`src/common/anfa_cfg.svh`:
```
`ifndef ANFA_CFG_SVH
`define ANFA_CFG_SVH
// widths and default timing counts, in functional-clock cycles
`define ANFA_NCS 6
`define ANFA_NWAIT 2
`define ANFA_DW 16
`define ANFA_AW 27
`define ANFA_CW 5
`define ANFA_PAGE_WORDS 4
`define ANFA_ADV_CYC 5'h01
`define ANFA_WR_CYC 5'h04
`define ANFA_IDLE_CYC 5'h01
`endif

```
`src/common/anfa_pkg.sv`:
```
`default_nettype none
`include "anfa_cfg.svh"
package anfa_pkg;
  typedef enum logic [2:0] {
    ANFA_OP_READ1 = 3'h0,
    ANFA_OP_READ32 = 3'h1,
    ANFA_OP_PAGE4 = 3'h2,
    ANFA_OP_MREAD = 3'h3,
    ANFA_OP_MWRITE = 3'h4
  } anfa_op_t;

  typedef struct packed {
    anfa_op_t op;
    logic [2:0] cs_sel;
    logic wait_sel;
    logic wait_en;
    logic [`ANFA_AW-1:0] addr;
    logic [1:0] be_n;
    logic [`ANFA_DW-1:0] wdata;
    logic [`ANFA_CW-1:0] first_sample_delay_field;
    logic [`ANFA_CW-1:0] page_word_interval_field;
  } anfa_req_t;

  typedef struct packed {
    logic [`ANFA_NCS-1:0] cs_n;
    logic [`ANFA_AW-1:0] addr;
    logic low_byte_enable_n;
    logic high_byte_enable_n;
    logic adv_n;
    logic oe_n;
    logic we_n;
    logic [`ANFA_DW-1:0] ad_out;
    logic ad_oe;
  } anfa_pins_t;

  // gray order in declaration order; steps along the state path flip up to three bits
  typedef enum logic [2:0] {
    ANFA_IDLE = 3'b000,
    ANFA_ADDR = 3'b001,
    ANFA_ACC = 3'b011,
    ANFA_PAGE = 3'b010,
    ANFA_WDATA = 3'b110,
    ANFA_DONE = 3'b111
  } anfa_state_t;
endpackage : anfa_pkg
`default_nettype wire

```
`src/design/anfa_seq.sv`:
```
// Overview of operation
// RULE1: six active-low chip selects, index 0 to 5, each framing an access.
// RULE2: two wait inputs, either one selectable per access.
// RULE3: single read samples data after first-sample delay cycles from start.
// RULE4: first-sample delay field times the capture of the first word.
// RULE5: page read captures first word after the first-sample delay.
// RULE6: each later page word captured after page-word interval cycles.
// RULE7: later page address phases last exactly the page-word interval.
// RULE8: page interval comes from its own field, apart from the first delay.
// RULE9: page read fetches four 16-bit words, new address for each.
// RULE10: 32-bit read from 16-bit flash as two words, plus single reads.
// RULE11: functional clock stays internal; no clock pin is driven.
// RULE12: muxed write drives low address on shared lines, then write data.
// RULE13: address-valid strobe low only while low address sits on the bus; non-muxed reads also pull it low for one cycle with ad_oe low.
// RULE14: flash holds read data valid up to the sampling edge.
`timescale 1ns/10ps
`default_nettype none
`include "anfa_cfg.svh"
module anfa_seq
  import anfa_pkg::*;
#(
  parameter logic [`ANFA_CW-1:0] ADV_CYC = `ANFA_ADV_CYC,
  parameter logic [`ANFA_CW-1:0] WR_CYC = `ANFA_WR_CYC,
  parameter logic [`ANFA_CW-1:0] IDLE_CYC = `ANFA_IDLE_CYC
) (
  input wire logic core_clk, // functional clock
  input wire logic rstn, // async reset, active low
  input wire logic req_valid, // access request
  input wire anfa_req_t req, // access description
  output logic req_ready, // idle, request taken
  input wire logic [`ANFA_NWAIT-1:0] wait_in, // memory wait inputs
  input wire logic [`ANFA_DW-1:0] ad_in, // data/address lines in
  output anfa_pins_t pins, // memory pins
  output logic rd_valid, // read word captured
  output logic [31:0] rd_data, // captured read data
  output logic rd_last, // final word of access
  output logic done // access finished
);
  anfa_state_t st_q, st_d;
  anfa_req_t r_q, r_d;
  logic [`ANFA_CW-1:0] cnt_q, cnt_d;
  logic [1:0] word_q, word_d;
  anfa_pins_t pins_d;
  logic rd_valid_d, rd_last_d, done_d, req_ready_d;
  logic [31:0] rd_data_d;

  function automatic logic [`ANFA_NCS-1:0] cs_decode(input logic [2:0] s);
    logic [`ANFA_NCS-1:0] v;
    v = '1;
    for (int i = 0; i < `ANFA_NCS; i++) begin
      if (s == 3'(i)) begin
        v[i] = 1'b0;
      end
    end
    return v;
  endfunction : cs_decode

  // a zero field runs as one cycle; a zero count would also expire after one cycle
  function automatic logic [`ANFA_CW-1:0] atleast1(
    input logic [`ANFA_CW-1:0] c);
    return (c == '0) ? `ANFA_CW'(1) : c;
  endfunction : atleast1

  function automatic logic is_mux(input anfa_op_t o);
    return (o == ANFA_OP_MREAD) || (o == ANFA_OP_MWRITE);
  endfunction : is_mux

  function automatic logic [1:0] n_words(input anfa_op_t o);
    case (o)
      ANFA_OP_READ32: n_words = 2'd1;
      ANFA_OP_PAGE4: n_words = 2'(`ANFA_PAGE_WORDS - 1);
      default: n_words = 2'd0;
    endcase
  endfunction : n_words

  // countdown still running: more than one cycle left
  function automatic logic counting(input logic [`ANFA_CW-1:0] c);
    return c > `ANFA_CW'(1);
  endfunction : counting

  // a second word lands in the upper half only for a 32-bit read
  function automatic logic [31:0] place_word(input anfa_op_t o,
    input logic [1:0] w, input logic [31:0] prev,
    input logic [`ANFA_DW-1:0] din);
    logic [31:0] v;
    v = {16'h0000, din};
    if (o == ANFA_OP_READ32 && w[0]) begin
      v = {din, prev[15:0]};
    end
    return v;
  endfunction : place_word

  logic waiting;
  // looked at only on the edge that would end a phase
  // RULE2: selected wait input stalls
  assign waiting = r_q.wait_en & wait_in[r_q.wait_sel];

  always_comb begin
    st_d = st_q;
    r_d = r_q;
    cnt_d = cnt_q;
    word_d = word_q;
    pins_d = pins;
    rd_valid_d = 1'b0;
    rd_last_d = 1'b0;
    done_d = 1'b0;
    rd_data_d = rd_data;
    req_ready_d = 1'b0;
    case (st_q)
      ANFA_IDLE: begin
        req_ready_d = 1'b1;
        // park every strobe while no access is framed
        pins_d.cs_n = '1;
        pins_d.adv_n = 1'b1;
        pins_d.oe_n = 1'b1;
        pins_d.we_n = 1'b1;
        pins_d.ad_oe = 1'b0;
        pins_d.low_byte_enable_n = 1'b1;
        pins_d.high_byte_enable_n = 1'b1;
        if (req_valid && req_ready) begin
          req_ready_d = 1'b0;
          r_d = req;
          word_d = 2'd0;
          rd_data_d = '0;
          // RULE1: frame with one chip select
          pins_d.cs_n = cs_decode(req.cs_sel);
          pins_d.addr = req.addr;
          pins_d.low_byte_enable_n = req.be_n[0];
          pins_d.high_byte_enable_n = req.be_n[1];
          if (is_mux(req.op)) begin
            // RULE12: low address on shared lines first
            pins_d.ad_out = req.addr[`ANFA_DW-1:0];
            pins_d.ad_oe = 1'b1;
            // RULE13: strobe only with address on bus
            pins_d.adv_n = 1'b0;
            cnt_d = atleast1(ADV_CYC);
            st_d = ANFA_ADDR;
          end else begin
            pins_d.adv_n = 1'b0;
            pins_d.oe_n = 1'b0;
            // RULE4: first capture timed by field
            // RULE5: page first word, same delay
            cnt_d = atleast1(req.first_sample_delay_field);
            st_d = ANFA_ACC;
          end
        end
      end

      ANFA_ADDR: begin
        if (counting(cnt_q)) begin
          cnt_d = cnt_q - `ANFA_CW'(1);
        end else begin
          // RULE13: strobe released on the edge the data phase starts
          pins_d.adv_n = 1'b1;
          if (r_q.op == ANFA_OP_MWRITE) begin
            // RULE12: replace address with write data
            pins_d.ad_out = r_q.wdata;
            pins_d.we_n = 1'b0;
            cnt_d = atleast1(WR_CYC);
            st_d = ANFA_WDATA;
          end else begin
            pins_d.ad_oe = 1'b0;
            pins_d.oe_n = 1'b0;
            cnt_d = atleast1(r_q.first_sample_delay_field);
            st_d = ANFA_ACC;
          end
        end
      end

      ANFA_ACC, ANFA_PAGE: begin
        if (st_q == ANFA_ACC) begin
          pins_d.adv_n = 1'b1;
        end
        if (counting(cnt_q)) begin
          cnt_d = cnt_q - `ANFA_CW'(1);
        end else if (!waiting) begin
          // RULE3: sample on the counted edge
          rd_valid_d = 1'b1;
          // RULE10: two words form a 32-bit result
          rd_data_d = place_word(r_q.op, word_q, rd_data, ad_in);
          if (word_q == n_words(r_q.op)) begin
            rd_last_d = 1'b1;
            pins_d.oe_n = 1'b1;
            pins_d.cs_n = '1;
            cnt_d = atleast1(IDLE_CYC);
            st_d = ANFA_DONE;
          end else begin
            word_d = word_q + 2'd1;
            // RULE9: next word address
            pins_d.addr = pins.addr + `ANFA_AW'(1);
            // RULE5: first word after delay field
            // RULE6: later words after interval
            // RULE7: address phase lasts the interval
            // RULE8: interval field kept separate
            cnt_d = atleast1(r_q.page_word_interval_field);
            st_d = ANFA_PAGE;
          end
        end
      end

      ANFA_WDATA: begin
        if (counting(cnt_q)) begin
          cnt_d = cnt_q - `ANFA_CW'(1);
        end else if (!waiting) begin
          pins_d.we_n = 1'b1;
          pins_d.cs_n = '1;
          cnt_d = atleast1(IDLE_CYC);
          st_d = ANFA_DONE;
        end
      end

      ANFA_DONE: begin
        pins_d.ad_oe = 1'b0;
        pins_d.low_byte_enable_n = 1'b1;
        pins_d.high_byte_enable_n = 1'b1;
        if (counting(cnt_q)) begin
          cnt_d = cnt_q - `ANFA_CW'(1);
        end else begin
          done_d = 1'b1;
          req_ready_d = 1'b1;
          st_d = ANFA_IDLE;
        end
      end

      default: begin
        st_d = ANFA_IDLE;
      end
    endcase
  end

  // RULE11: one internal clock, none exported
  always_ff @(posedge core_clk or negedge rstn) begin
    if (!rstn) begin
      st_q <= ANFA_IDLE;
      r_q <= '0;
      cnt_q <= '0;
      word_q <= '0;
      pins <= '{
        cs_n: '1,
        addr: '0,
        low_byte_enable_n: 1'b1,
        high_byte_enable_n: 1'b1,
        adv_n: 1'b1,
        oe_n: 1'b1,
        we_n: 1'b1,
        ad_out: '0,
        ad_oe: 1'b0
      };
      rd_valid <= 1'b0;
      rd_last <= 1'b0;
      rd_data <= '0;
      done <= 1'b0;
      req_ready <= 1'b0;
    end else begin
      st_q <= st_d;
      r_q <= r_d;
      cnt_q <= cnt_d;
      word_q <= word_d;
      pins <= pins_d;
      rd_valid <= rd_valid_d;
      rd_last <= rd_last_d;
      rd_data <= rd_data_d;
      done <= done_d;
      req_ready <= req_ready_d;
    end
  end
endmodule : anfa_seq
`default_nettype wire

```
`config.mk`:
```
export PLATFORM = sky130hd
export DESIGN_NAME = anfa_seq
export DESIGN_NICKNAME = d
export VERILOG_FILES = /design/src/common/anfa_pkg.sv /design/src/design/anfa_seq.sv
export VERILOG_INCLUDE_DIRS = /design/src /design/src/common
export SDC_FILE = /design/constraint.sdc
export NUM_CORES = 1
export LEC_CHECK = 0
export BUFFER_PORTS_ARGS = -buffer_cell sky130_fd_sc_hd__buf_2
export CAP_MARGIN = 40
export CORE_MARGIN = 5
export CORE_UTILIZATION = 35
export CTS_BUF_LIST = sky130_fd_sc_hd__clkbuf_16
export DETAILED_ROUTE_END_ITERATION = 10
export PLACE_DENSITY = 0.68
export SLEW_MARGIN = 10
export SYNTH_ARGS = -nofsm -noshare
export SYNTH_HDL_FRONTEND = slang
export SYNTH_SLANG_ARGS = --single-unit
```
`constraint.sdc`:
```
create_clock -name core_clk -period 3 [get_ports core_clk]
set_input_delay 0.3 -clock core_clk [delete_from_list [all_inputs] [get_ports core_clk]]
set_output_delay 0.3 -clock core_clk [all_outputs]
set_load 0.005 [all_outputs]
```
==> results.json <==
{
  "status": "complete, no violations",
  "route.detailed.drc": 0,
  "cts_root_buffer": "clkbuf_16",
  "ctsResizeCount": 0,
  "critPathLaunch": "cnt_q[1]",
  "skew_ns": 0.00859,
  "fin_area_um2": 8440,
  "drv_slew": 0,
  "path_class": "reg -> reg",
  "ys_types": 69,
  "cts_buffer_depth": 2,
  "synthCells": 650,
  "setup_tns_ns": 0,
  "overflow": 0,
  "via_per_inst": 5.76,
  "comb_power_share_pct": 40.1,
  "clk_pin_slew_ns": 0.06,
  "antenna_found_initial": 1,
  "cts_hold_buf": 1,
  "grt_pass1_wl_um": 31900,
  "dieArea_um2": 21900,
  "hold_viol_final": 0,
  "core-area_um2": 18800,
  "worstPathRequired_ns": 3.30,
  "grt_pass1_vias": 5822,
  "wl_per_cell_um": 18.9,
  "max-slew-margin-rel_pct": 46.7,
  "area_delta_synth_final_pct": 26.5,
  "period_minus_slack_ns": 2.51,
  "ys_seq_area_share_pct": 49.7,
  "die_w_um": 148,
  "place_area_um2": 7800,
  "grt_use_total_pct": 18.2,
  "avgSynthCellArea_um2": 10.3,
  "start_util_pct": 35.5,
  "synth_area_um2": 6670,
  "synthArstFlopShare_pct": 100,
  "internal-power_w": 0.00552,
  "cts_buffers": 17,
  "powerDensity_nw_per_um2": 1070,
  "crit_fanout": 19,
  "grt_setup_unrepaired": "no",
  "path_cells": "inv_1 > ha_1 > o21bai_1 > o2111ai_1 > inv_2 > nand3_2 > and2_1 > a211o_1",
  "critical_path.startpoint_type": "register",
  "dp_cells": 1031,
  "htreeDepth": 4,
  "finalSetupViolCount": 0,
  "fin_nets": 904,
  "ys_warn_count": 0,
  "syn-num-nets": 737,
  "worst_pin_slew_ns": 0.800,
  "post-route-period-util_pct": 83.8,
  "num_rows": 50,
  "ys_ff_latch": 132,
  "drt_iter0_drc": 420,
  "slowest_stage": "and2_1",
  "fin_cells": 1064,
  "hp-start": "req[56]",
  "p_sw_share_pct": 39.0,
  "ios": 175,
  "leakage_nw": 3.89,
  "dp_hpwl_um": 14200,
  "dr_total_vias": 6127,
  "final_common_cell": "buf_2",
  "die_y_um": 148,
  "cpPeakStageDelay_ns": 0.46,
  "insertedDiodeCount": 0,
  "ir_drop_uv": 465,
  "numClockSinks": 132,
  "pre_cts_ws_ns": 0.535,
  "drt-total-wl_um": 20100,
  "min_path_type": "in -> reg",
  "drive_above_1_share_pct": 37.6,
  "dr.pass1.iters": 5,
  "synth_enable_flop_cells": 0,
  "synth.area.top_cells": "dfrtp_1 (45%), mux2_2 (6.8%), a21oi_1 (5.0%)",
  "p_clk_share_pct": 24.7,
  "cts_tree": "built",
  "synthFlopType": "dfrtp_1",
  "critPathArrivalTime_ns": 2.81,
  "fmax_mhz": 398,
  "setup_ws_ns": 0.487,
  "maxCapViolCount": 0,
  "worstSkewPairLatency_ns": 0.42,
  "place.gp.congestion": 0.860,
  "power_frac_seq_pct": 35.3,
  "grt_max_degree": 70,
  "postRouteAntennaNets": 0,
  "worstSetupEndpointType": "register",
  "port_buffers": 174,
  "r2r-start": "cnt_q[1]",
  "yosysTopAreaCell": "dfrtp_1",
  "power_w": 0.00906,
  "final_cell_mix": "buf_2 (173), dfrtp_1 (121), a21oi_1 (66)",
  "cts_setup_buffers": 0,
  "synth_top_area_share_pct": 45.4,
  "switchingPower_w": 0.00353
}
[through the flow]
step | utilization (%) | hold slack [ns]
3_3_place_gp | 41.5 | 0.370
3_5_place_dp | 41.6 | 0.362
6_report | 45.0 | 0.109
2_1_floorplan | - | 0.00441
4_1_cts | 45.0 | 0.0916
5_1_grt | 45.0 | 0.0872
[path summary, 6_finish.rpt]
path                          endpoint  slack [ns]  depth (start not counted)
max in group asynchronous  rd_data[28]        1.73                          3
min reg2reg                rd_data[28]        0.47                          2
min                            r_q[56]        0.11                          2
max                           pins[22]        0.49                          8
max reg2reg                   pins[22]        0.49                          8
min in group asynchronous     cnt_q[1]        0.47                          2
[logic make-up (layout without fill, tap and decap cells)]
group / count (synthesis) / in the layout / share of synthesized area, %
compound gates: 234 / 234 / 25.0
buf+inv: 60 / 240 / 3.84
simple gates: 180 / 180 / 14.0
mux: 41 / 41 / 6.90
flops: 132 / 132 / 49.7
fa+ha+maj: 3 / 3 / 0.563
[flip-flops by register name (all words and copies together), names as in the netlist]
signal and count:
pins 55, rd_data 32, r_q 31, cnt_q 5
st_q 3, word_q 2, done 1, rd_last 1
rd_valid 1, req_ready 1
[critical path: cells and delay by family, from the launching register on]
kind            cells  cell delay [ns]
flops               1             0.42
buf+inv             2             0.30
compound gates      3             0.96
simple gates        2             0.55
fa+ha+maj           1             0.17
[power by group through the flow]
stage                     logic [W]  clock network, W  registers [W]
final                       0.00363           0.00223        0.00319
after global routing        0.00401           0.00238        0.00330
after CTS                   0.00364           0.00228        0.00318
after detailed placement    0.00363                 0        0.00321
after global placement      0.00357                 0        0.00319
after floorplan             0.00242                 0        0.00306
[cell usage after synthesis, types with 11 or more instances]
cell type / number
nor2_1: 31
mux2_2: 40
a21oi_2: 15
o21ai_0: 19
a32oi_1: 21
clkbuf_1: 32
dfstp_2: 11
nand3_1: 26
dfrtp_1: 121
o22a_1: 15
a22o_1: 21
a31oi_1: 22
nand2_1: 49
a21oi_1: 66
[routing by layer]
layer  vias up  part of all wire [%]  global-route usage (%)
met4         2                   2.2                    5.87
met2       263                    46                    27.9
met3        37                   7.4                    4.78
met1      3000                    44                    25.3
met5         -                 0.060                       0
li1       2825                     -                       -
[area by class of cell]
| type | count | area [µm²] |
|---|---|---|
| Fill cell | 1847 | 10300 |
| Sequential cell | 132 | 3320 |
| Multi-Input combinational cell | 458 | 3110 |
| Timing Repair Buffer | 196 | 1040 |
| Clock buffer | 17 | 425 |
| Tap cell | 234 | 293 |
| Clock inverter | 15 | 203 |
| Inverter | 12 | 45.0 |
No activity file was read; power rests on OpenSTA's default activity.
